==> src/pkg/hmp_pkg.sv <==
// Constants, field layouts, states and carriers of the host memory access port
package hmp_pkg;

    // Host bus field layout during an address latch
    localparam int ADDR_W = 14;
    localparam int BUS_W = 16;
    localparam int PM_W = 24;
    localparam int LOW_W = 8;
    localparam int SPACE_BIT = 14;
    localparam int OVL_BIT = 15;
    localparam int OVL_W = 8;

    // Synchronised strobe vector positions
    localparam int CTL_W = 4;
    localparam int CTL_SEL = 0;
    localparam int CTL_ALE = 1;
    localparam int CTL_RD = 2;
    localparam int CTL_WR = 3;

    // First shielded data memory location: control registers live from here up
    localparam logic [ADDR_W-1:0] CTRL_REG_BASE = 14'h3fe0;
    localparam logic [ADDR_W-1:0] ADDR_ONE = 14'h0001;

    // Reset values
    localparam logic [ADDR_W-1:0] ADDR_RST = 14'h0000;
    localparam logic [OVL_W-1:0] OVL_RST = 8'h00;
    localparam logic [BUS_W-1:0] BUS_RST = 16'h0000;
    localparam logic [PM_W-1:0] WORD_RST = 24'h00_0000;
    localparam logic [LOW_W-1:0] LOW_RST = 8'h00;
    localparam logic [CTL_W-1:0] CTL_IDLE = 4'h0;

    typedef enum logic [2:0] {
        HMP_IDLE = 3'b000,
        HMP_WAIT_RD = 3'b001,
        HMP_MEM_RD = 3'b010,
        HMP_CAP_RD = 3'b011,
        HMP_HALF_RD = 3'b100,
        HMP_WAIT_WR = 3'b101,
        HMP_HALF_WR = 3'b110,
        HMP_DONE = 3'b111
    } hmp_fsm_t;

    // Request toward internal memory; read data returns one cycle after req
    typedef struct packed {
        logic req;
        logic we;
        logic pm;
        logic [ADDR_W-1:0] addr;
        logic [PM_W-1:0] wdata;
    } hmp_mem_req_t;

    // Core view of the transfer address register
    typedef struct packed {
        logic pm;
        logic [ADDR_W-1:0] addr;
    } hmp_ctrl_t;

    typedef struct packed {
        logic [CTL_W-1:0] ctl_s1;
        logic [CTL_W-1:0] ctl_s2;
        logic [BUS_W-1:0] bus_s1;
        logic [BUS_W-1:0] bus_s2;
        hmp_fsm_t fsm;
        logic [ADDR_W-1:0] addr;
        logic pm;
        logic [OVL_W-1:0] ovl;
        logic pend_rd;
        logic pend_wr;
        logic [LOW_W-1:0] hold_lo;
        logic [BUS_W-1:0] hold_hi;
        logic [PM_W-1:0] wword;
        logic [BUS_W-1:0] rdata;
        logic rd_oe;
    } hmp_state_t;

endpackage

==> src/hdl/hmp_host_memory_port.sv <==
// Host memory access port: host strobes, transfer address and memory cycle stealing
// Operation
// - Select plus latch captures starting address
// - Host cannot read back latched address
// - Address advances after each data word and after each full program word
// - Core stalls only for stolen memory cycle
// - Address wraps from top to zero
// - Latched address persists until rewritten
// - Core reads and writes transfer address
// - Program word read takes two accesses
// - Address rewrite drops pending read half
// - Address rewrite drops partial program write
// - Control register locations shielded from host
// - Upper sixteen first, then low byte zero-padded
// - Latch bits: address, space, bit15 zero
// - Bit15 set latches overlay page register
// - Acknowledge low idle, high while busy
`timescale 1ns/100ps
`default_nettype none

module hmp_host_memory_port (
    // Clock and reset
    input wire logic clk,
    input wire logic nrst,
    // Host pins
    input wire logic port_select_n,
    input wire logic address_latch_enable,
    input wire logic read_strobe_n,
    input wire logic write_strobe_n,
    input wire logic [hmp_pkg::BUS_W-1:0] addr_data_bus_in,
    output logic [hmp_pkg::BUS_W-1:0] addr_data_bus_out,
    output logic addr_data_bus_oe,
    output logic access_ack_n,
    // Core access to the transfer address register and overlay page
    input wire logic core_ctrl_we,
    input wire hmp_pkg::hmp_ctrl_t core_ctrl_wdata,
    output hmp_pkg::hmp_ctrl_t core_ctrl_rdata,
    output logic [hmp_pkg::OVL_W-1:0] overlay_page,
    // Internal memory and core pipeline
    input wire logic instr_boundary,
    output hmp_pkg::hmp_mem_req_t mem_req,
    input wire logic [hmp_pkg::PM_W-1:0] mem_rdata,
    output logic core_stall
);

    logic [1:0] rst_sync;
    logic rst_n;
    hmp_pkg::hmp_state_t st;
    hmp_pkg::hmp_state_t next_st;
    logic sel;
    logic ale;
    logic rd;
    logic wr;
    logic blocked;
    logic issue;
    logic [hmp_pkg::ADDR_W-1:0] addr_inc;

    // Reset release through two flops; assertion stays asynchronous
    always_ff @(posedge clk or negedge nrst) begin
        if (!nrst) begin
            rst_sync <= 2'b00;
        end else begin
            rst_sync <= {rst_sync[0], 1'b1};
        end
    end

    assign rst_n = rst_sync[1];

    // Decoded strobes come only from the second synchroniser stage
    assign sel = st.ctl_s2[hmp_pkg::CTL_SEL];
    assign ale = st.ctl_s2[hmp_pkg::CTL_ALE];
    assign rd = st.ctl_s2[hmp_pkg::CTL_RD];
    assign wr = st.ctl_s2[hmp_pkg::CTL_WR];

    // Control register block sits at the top of data memory
    assign blocked = !st.pm && (st.addr >= hmp_pkg::CTRL_REG_BASE);

    // Plain 14-bit increment rolls 0x3fff over to 0x0000
    assign addr_inc = st.addr + hmp_pkg::ADDR_ONE;

    // A memory cycle is stolen only at an instruction boundary
    assign issue = instr_boundary && !blocked;

    always_comb begin
        next_st = st;

        // Bus data is sampled alongside the strobes so both stay aligned
        next_st.ctl_s1 = {!write_strobe_n, !read_strobe_n, address_latch_enable,
                          !port_select_n};
        next_st.ctl_s2 = st.ctl_s1;
        next_st.bus_s1 = addr_data_bus_in;
        next_st.bus_s2 = st.bus_s1;

        // Drive the last fetched word for the whole read strobe; short reads rely on it
        next_st.rd_oe = sel && rd;

        case (st.fsm)
            hmp_pkg::HMP_IDLE: begin
                if (sel && ale && !rd && !wr) begin
                    next_st.fsm = hmp_pkg::HMP_DONE;
                    if (st.bus_s2[hmp_pkg::OVL_BIT]) begin
                        next_st.ovl = st.bus_s2[hmp_pkg::OVL_W-1:0];
                    end else begin
                        next_st.addr = st.bus_s2[hmp_pkg::ADDR_W-1:0];
                        next_st.pm = st.bus_s2[hmp_pkg::SPACE_BIT];
                        next_st.pend_rd = 1'b0;
                        next_st.pend_wr = 1'b0;
                    end
                end else if (sel && rd) begin
                    if (st.pm && st.pend_rd) begin
                        next_st.fsm = hmp_pkg::HMP_HALF_RD;
                    end else begin
                        next_st.fsm = hmp_pkg::HMP_WAIT_RD;
                    end
                end else if (sel && wr) begin
                    if (st.pm && !st.pend_wr) begin
                        next_st.hold_hi = st.bus_s2;
                        next_st.fsm = hmp_pkg::HMP_HALF_WR;
                    end else if (st.pm) begin
                        // Upper bits of the second half are ignored
                        next_st.wword = {st.hold_hi, st.bus_s2[hmp_pkg::LOW_W-1:0]};
                        next_st.fsm = hmp_pkg::HMP_WAIT_WR;
                    end else begin
                        next_st.wword = {hmp_pkg::LOW_RST, st.bus_s2};
                        next_st.fsm = hmp_pkg::HMP_WAIT_WR;
                    end
                end
            end
            hmp_pkg::HMP_WAIT_RD: begin
                if (issue) begin
                    next_st.fsm = hmp_pkg::HMP_MEM_RD;
                end else if (blocked) begin
                    next_st.fsm = hmp_pkg::HMP_CAP_RD;
                end
            end
            hmp_pkg::HMP_MEM_RD: begin
                next_st.fsm = hmp_pkg::HMP_CAP_RD;
            end
            hmp_pkg::HMP_CAP_RD: begin
                next_st.fsm = hmp_pkg::HMP_DONE;
                if (blocked) begin
                    next_st.rdata = hmp_pkg::BUS_RST;
                    next_st.addr = addr_inc;
                end else if (st.pm) begin
                    next_st.rdata = mem_rdata[hmp_pkg::PM_W-1:hmp_pkg::LOW_W];
                    next_st.hold_lo = mem_rdata[hmp_pkg::LOW_W-1:0];
                    next_st.pend_rd = 1'b1;
                end else begin
                    next_st.rdata = mem_rdata[hmp_pkg::BUS_W-1:0];
                    next_st.addr = addr_inc;
                end
            end
            hmp_pkg::HMP_HALF_RD: begin
                // Second half needs no memory cycle and no boundary wait
                next_st.rdata = {hmp_pkg::LOW_RST, st.hold_lo};
                next_st.pend_rd = 1'b0;
                next_st.addr = addr_inc;
                next_st.fsm = hmp_pkg::HMP_DONE;
            end
            hmp_pkg::HMP_WAIT_WR: begin
                if (issue || blocked) begin
                    // Blocked writes are dropped but still advance the address
                    next_st.pend_wr = 1'b0;
                    next_st.addr = addr_inc;
                    next_st.fsm = hmp_pkg::HMP_DONE;
                end
            end
            hmp_pkg::HMP_HALF_WR: begin
                next_st.pend_wr = 1'b1;
                next_st.fsm = hmp_pkg::HMP_DONE;
            end
            hmp_pkg::HMP_DONE: begin
                // Hold here until the host ends the access, so one strobe is one transfer
                if (!sel || (!ale && !rd && !wr)) begin
                    next_st.fsm = hmp_pkg::HMP_IDLE;
                end
            end
            default: begin
                next_st.fsm = hmp_pkg::HMP_IDLE;
            end
        endcase

        // Core write overrides any increment in the same cycle
        if (core_ctrl_we) begin
            next_st.addr = core_ctrl_wdata.addr;
            next_st.pm = core_ctrl_wdata.pm;
            next_st.pend_rd = 1'b0;
            next_st.pend_wr = 1'b0;
        end
    end

    always_ff @(posedge clk or negedge rst_n) begin
        if (!rst_n) begin
            st.ctl_s1 <= hmp_pkg::CTL_IDLE;
            st.ctl_s2 <= hmp_pkg::CTL_IDLE;
            st.bus_s1 <= hmp_pkg::BUS_RST;
            st.bus_s2 <= hmp_pkg::BUS_RST;
            st.fsm <= hmp_pkg::HMP_IDLE;
            st.addr <= hmp_pkg::ADDR_RST;
            st.pm <= 1'b0;
            st.ovl <= hmp_pkg::OVL_RST;
            st.pend_rd <= 1'b0;
            st.pend_wr <= 1'b0;
            st.hold_lo <= hmp_pkg::LOW_RST;
            st.hold_hi <= hmp_pkg::BUS_RST;
            st.wword <= hmp_pkg::WORD_RST;
            st.rdata <= hmp_pkg::BUS_RST;
            st.rd_oe <= 1'b0;
        end else begin
            st <= next_st;
        end
    end

    // Busy from the first synchronised strobe until the operation completes
    assign access_ack_n = (st.fsm != hmp_pkg::HMP_IDLE) &&
                          (st.fsm != hmp_pkg::HMP_DONE);

    // Host bus carries memory data, or zero for shielded reads, never the address register
    assign addr_data_bus_out = st.rdata;
    assign addr_data_bus_oe = st.rd_oe;

    assign core_ctrl_rdata.pm = st.pm;
    assign core_ctrl_rdata.addr = st.addr;
    assign overlay_page = st.ovl;

    // Exactly one stolen cycle per memory access
    assign mem_req.req = ((st.fsm == hmp_pkg::HMP_MEM_RD) ||
                          ((st.fsm == hmp_pkg::HMP_WAIT_WR) && issue));
    assign mem_req.we = (st.fsm == hmp_pkg::HMP_WAIT_WR);
    assign mem_req.pm = st.pm;
    assign mem_req.addr = st.addr;
    assign mem_req.wdata = st.wword;
    assign core_stall = mem_req.req;

endmodule

`default_nettype wire

==> config.mk <==
export PLATFORM = sky130hd
export DESIGN_NAME = hmp_host_memory_port
export DESIGN_NICKNAME = d
export VERILOG_FILES = /design/src/pkg/hmp_pkg.sv /design/src/hdl/hmp_host_memory_port.sv
export SDC_FILE = /design/constraint.sdc
export NUM_CORES = 1
export LEC_CHECK = 0
export ABC_AREA = 1
export BUFFER_PORTS_ARGS = -buffer_cell sky130_fd_sc_hd__buf_4
export CAP_MARGIN = 5
export CORE_MARGIN = 2
export CORE_UTILIZATION = 55
export DETAILED_ROUTE_END_ITERATION = 8
export GPL_ROUTABILITY_DRIVEN = 0
export PLACE_DENSITY = 0.8
export SETUP_SLACK_MARGIN = 0.05
export SLEW_MARGIN = 10
export SYNTH_ARGS = -nofsm -noshare
export SYNTH_HDL_FRONTEND = slang
export SYNTH_SLANG_ARGS = --single-unit
==> constraint.sdc <==
create_clock -name clk -period 9.4 [get_ports clk]
set_input_delay 0 -clock clk [delete_from_list [all_inputs] [get_ports clk]]
set_output_delay 0 -clock clk [all_outputs]
set_load 0.05 [all_outputs]
# After elaboration in Yosys (flattened, before gate mapping)
# Index checks and enable logic that the tools add are counted.
dict set report word_totals {
  reg_bits 135
  latch_bits 0
  ramBits 0
  mem_bits_ro 0
  input_bits 63
  output_inout_bits 83
  mem_count 0
}
dict set report classes {
  addsub 1
  n_mul 0
  n_div 0
  n_lt_le_gt_ge 1
  n_eq_ne 19
  n_shift 0
  muxes 29
  bitwise_logic 4
  n_reduce_logical 44
}
# cell count
set op_table {}
lappend op_table {{case mux 14 bit (4 select lines)} 1}
lappend op_table {{2-to-1 mux 16 bit} 2}
lappend op_table {{case mux 16 bit (2 select lines)} 1}
lappend op_table {{2-to-1 mux 15 bit} 2}
lappend op_table {{2-to-1 mux 14 bit} 2}
lappend op_table {{2-to-1 mux 25 bit} 1}
lappend op_table {{2-to-1 mux 24 bit} 1}
lappend op_table {{2-to-1 mux 3 bit} 7}
lappend op_table {{AND reduction 5 bit} 4}
lappend op_table {{!= test 3 bit (second input constant)} 6}
lappend op_table {{case mux 3 bit (6 select lines)} 1}
lappend op_table {{2-to-1 mux 17 bit} 1}
lappend op_table {{adder 14 x 1 -> 14 bit (second input constant)} 1}
lappend op_table {{>= comparator 14 bit (second input constant)} 1}
lappend op_table {{logical AND 1 bit} 13}
lappend op_table {{== test 3 bit (second input constant)} 4}
lappend op_table {{zero test 1 bit} 10}
lappend op_table {{2-to-1 mux 9 bit} 1}
lappend op_table {{AND reduction 3 bit} 3}
lappend op_table {{2-to-1 mux 8 bit} 1}
lappend op_table {{!= test 4 bit (second input constant)} 2}
lappend op_table {{AND reduction 4 bit} 2}
lappend op_table {{nonzero test 4 bit} 2}
lappend op_table {{== test 3 x 2 -> 1 bit (second input constant)} 2}
lappend op_table {{14 further kinds} 27}

# Longest topological paths before layout
dict set report logic_depth {
  ltp_word 8
  depth_mapped 12
  ltp_nobuf 11
}

# Worst setup path after synthesis
# No wires, ideal clock.
dict set report synth_path {
  path_kind {reg2reg}
  startpoint {reg st[92] in the netlist's numbering}
  endpoint {reg st[90] in the netlist's numbering}
  arrival_ns 1.904
  required_ns 9.335
  slack_ns 7.431
  path_stages_with_launch 10
  path_cell_list {dfrtp_1 buf_2 inv_4 nand2_2 inv_1 a21oi_1 nand2_1 nand2_1 nand2_1 nand2_1}
}
dict set report synth_via {
  elab_chain_cells 3
  word_cells_on_any_way 15
}
# item line
set synth_rtl {}
lappend synth_rtl {{from (decl)} hmp_host_memory_port.sv:48} ;# hmp_pkg::hmp_state_t st;
lappend synth_rtl {{from (signal assigned)} hmp_host_memory_port.sv:210} ;# st <= next_st;
lappend synth_rtl {{== test 3 bit, or another cell as far along} hmp_host_memory_port.sv:97} ;# case (st.fsm)
lappend synth_rtl {{OR reduction 3 bit (no source line), or another cell as far along} -}
lappend synth_rtl {{case mux 3 bit (6 select lines) or AND reduction 4 bit (tied branches)} -}
# Several ways; a longest one is shown, not always the timed one.
# A chain may end at the register's enable or synchronous reset.

# Worst setup path in the final report
dict set report layout_path {
  startpoint {reg st, in the netlist core_ctrl_rdata[14]}
  endpoint {reg st, in the netlist mem_req[13]}
}
dict set report layout_via {
  elab_chain_cells 3
  word_cells_on_any_way 4
}
# item line
set layout_rtl {}
lappend layout_rtl {{logical AND 1 bit} hmp_host_memory_port.sv:116} ;# if (st.pm && !st.pend_wr) begin
lappend layout_rtl {{inverter 1 bit (no source line)} -}
lappend layout_rtl {{AND reduction 5 bit (no source line)} -}
# Several ways; a longest one is shown, not always the timed one.

==> flow_summary.yaml <==
cts:
  root_buffer: "clkbuf_16"
  cts_buffers: 17
  cts_tree: "built"
  clkTransAtPathRegs_ns: 0.06
  cts_buffer_depth: 2
  h-tree-depth: 4
  clock_latency_ns: 0.43
  cts_sinks: 135
power_and_ir_drop:
  pwr-share-comb_pct: 46.1
  p_seq_share_pct: 32.1
  clkPwrFrac_pct: 21.9
  internal-power_w: 0.00151
  p_leak_nw: 4.14
  p_per_area_mw_per_mm2: 350
  sw_frac_of_total_pct: 47.6
  p_switching_w: 0.00137
  peakVddDrop_v: 0.000259
setup_path:
  critPathCaptureType: "register"
  required_ns: 9.69
  crit_arrival_ns: 2.42
  startpoint_type: "register"
  critPathMaxFanout: 33
  path_class: "reg -> reg"
die:
  die_area_sq_mm: 0.0127
  ioPinCount: 146
  start_util_pct: 56.6
  num_rows: 39
  die_w_um: 113
  coreArea_sq_mm: 0.0115
  chipHeight_um: 113
yosys:
  synthTopCellsByArea: "dfrtp_1 52%, nand2_1 13%, buf_4 9.3%"
  synth_top_flop_cell: "dfrtp_1"
  synth-simple-area-share_pct: 21.7
  async_reset_ff_share_pct: 100
  syn-instance-count: 733
  synth.area.mux_share_pct: 2.51
  synth-seq-cells: 135
  synth_top_cell_by_area: "dfrtp_1"
  seq_area_frac_synth_pct: 52.1
  synth-edff-count: 0
  syn_nets: 798
  yosysUniqueCellTypes: 39
  synth_area_per_cell_sq_um: 8.85
  ys_warn_count: 0
  synth-xor-area-share_pct: 0
  syn_area_sq_mm: 0.00649
  yosys.area_share.adder_pct: 0.386
  synth_top_area_share_pct: 52.1
  synth_compound_area_share_pct: 9.03
  synth_top_family_by_area: "simple AND/OR/NAND/NOR gates"
timing:
  finalSetupViolCount: 0
  final_max_slew_viol_count: 0
  finalCritPeriodShare_pct: 22.6
  maxSlewHeadroom_pct: 37.9
  whs_ns: 0.0189
  max_freq_mhz: 471
  finClkSkew_ns: 0.00774
  worst-slew-pin-transition_ns: 0.932
  finalSetupTns_ns: 0
  rsz0062_at_grt: "false"
  period_needed_ns: 2.13
  finalHoldViolCount: 0
finish:
  drive_gt1_share_pct: 25.7
  utilization_pct: 71.7
  fin_cells: 1015
  area_growth_pct: 26.8
  diodes: 0
  final_common_cell: "nand2_1"
  final_nets: 924
  layout_common_cells: "220 x nand2_1, 147 x buf_4, 134 x dfrtp_1"
route:
  routed-via-count: 5366
  drcViolationCount: 0
  highest_layer: "met4"
  drtIter0Drc: 417
  routed_wl_um: 15800
  wl_per_cell_um: 15.6
  route.met3.wl_um: 1240
  viasPerCell: 5.29
  drt-pass1-iter-count: 7
  m1WireLength_um: 6480
  routed-wl-met2_um: 7720
  final_antenna_net_count: 0
run_status:
  outcome: "finished, final reports clean"
place:
  io_buffers: 145
  place.detailed.hpwl_um: 10400
  post-place-cells: 919
flow_run:
  max_cap_viol_count: 0
global_routing:
  antenna_found_initial: 0
  grt_max_degree: 77
  grt.overflow.total: 0
  grtUsageTotal_pct: 25.6
  grt_first_pass_wirelength_um: 25600
  grt_pass1_vias: 5278
hold_path:
  hold_class: "in -> reg"
[cell type report]
cell class / instances / area (sq um)
clock buffer: 17 / 425
clock inverter: 15 / 140
fill: 821 / 3240
inverter: 45 / 174
multi-input combinational: 449 / 2180
sequential: 135 / 3380
tap: 143 / 179
timing repair buffer: 211 / 1740
[logic make-up after synthesis]
family / after synthesis
adder cells (fa/ha/maj): 2
AND/OR/NAND/NOR: 329
multiplexers: 15
other: 1
buffers and inverters: 149
flip-flops: 135
AO/OA/AOI/OAI: 102
[path summary, 6_finish.rpt]
| check | start | to | slack [ns] | cells past startpoint |
|---|---|---|---|---|
| max in group asynchronous | rst_sync[1]$_DFF_PN0_ | mem_req[23]$_DFFE_PN0P_ | 7.60 | 1 |
| max | core_ctrl_rdata[14]$_DFFE_PN0P_ | mem_req[13]$_DFFE_PN0P_ | 7.27 | 7 |
| max reg2reg | core_ctrl_rdata[14]$_DFFE_PN0P_ | mem_req[13]$_DFFE_PN0P_ | 7.27 | 7 |
| min in group asynchronous | rst_sync[1]$_DFF_PN0_ | core_ctrl_rdata[8]$_DFFE_PN0P_ | 0.40 | 0 |
| min reg2reg | next_st[104]$_DFF_PN0_ | st[104]$_DFF_PN0_ | 0.34 | 0 |
| min | instr_boundary | st[90]$_DFFE_PN0P_ | 0.02 | 6 |
[state kept, by name, summed over array words and instances (netlist names)]
signal             count
st                    46
addr_data_bus_oe       1
sel                    1
addr_data_bus_out     16
next_st               20
rst_sync               2
mem_req               24
ale                    1
rd                     1
core_ctrl_rdata       15
overlay_page           8
[layer usage]
layer	vias up	global-route usage, %
met3	35	5.72
met4	0	8.29
met1	2541	33.4
met5	-	0
met2	266	42.8
li1	2524	-
[through the flow]
step	power (W)	cell area (sq um)	worst slack [ns]
3_3_place_gp	0.00218	7020	7.43
2_1_floorplan	0.00205	6490	5.36
6_report	0.00288	8230	7.27
5_1_grt	0.00302	8230	7.03
3_5_place_dp	0.00222	7020	7.35
4_1_cts	0.00288	8230	7.29
[what timing repair did]
| action | CTS | global route |
|---|---|---|
| hold endpoints to repair | 55 | 0 |
| setup buffers | 0 | 0 |
| hold buffers | 64 | 0 |
| resized for setup | 0 | 0 |
[worst max-delay path: stages, from the launching register on]
cell      delay, ns
dfrtp_1        0.36
clkinv_2       0.26
nor2_2         0.27
inv_1          0.11
nand2_2        0.40
clkinv_2       0.32
nor2_1         0.22
a31oi_1        0.06
[power groups by stage]
stage	registers [W]	clock network, W	logic, W
after floorplan	0.000878	0	0.00118
after global placement	0.000917	0	0.00126
after detailed placement	0.000927	0	0.00129
after CTS	0.000919	0.000633	0.00132
after global routing	0.000948	0.000658	0.00142
final	0.000923	0.000630	0.00133
[synthesized netlist by cell type (9+ instances only)]
cell and number:
nand3_1 20, nand2_1 220, inv_1 40, nor2_1 46, buf_4 80, o21ai_1 10
o21ai_0 44, dfrtp_1 135, a21oi_1 19, clkbuf_1 9
Note: power is estimated with default switching activity, not from simulation.
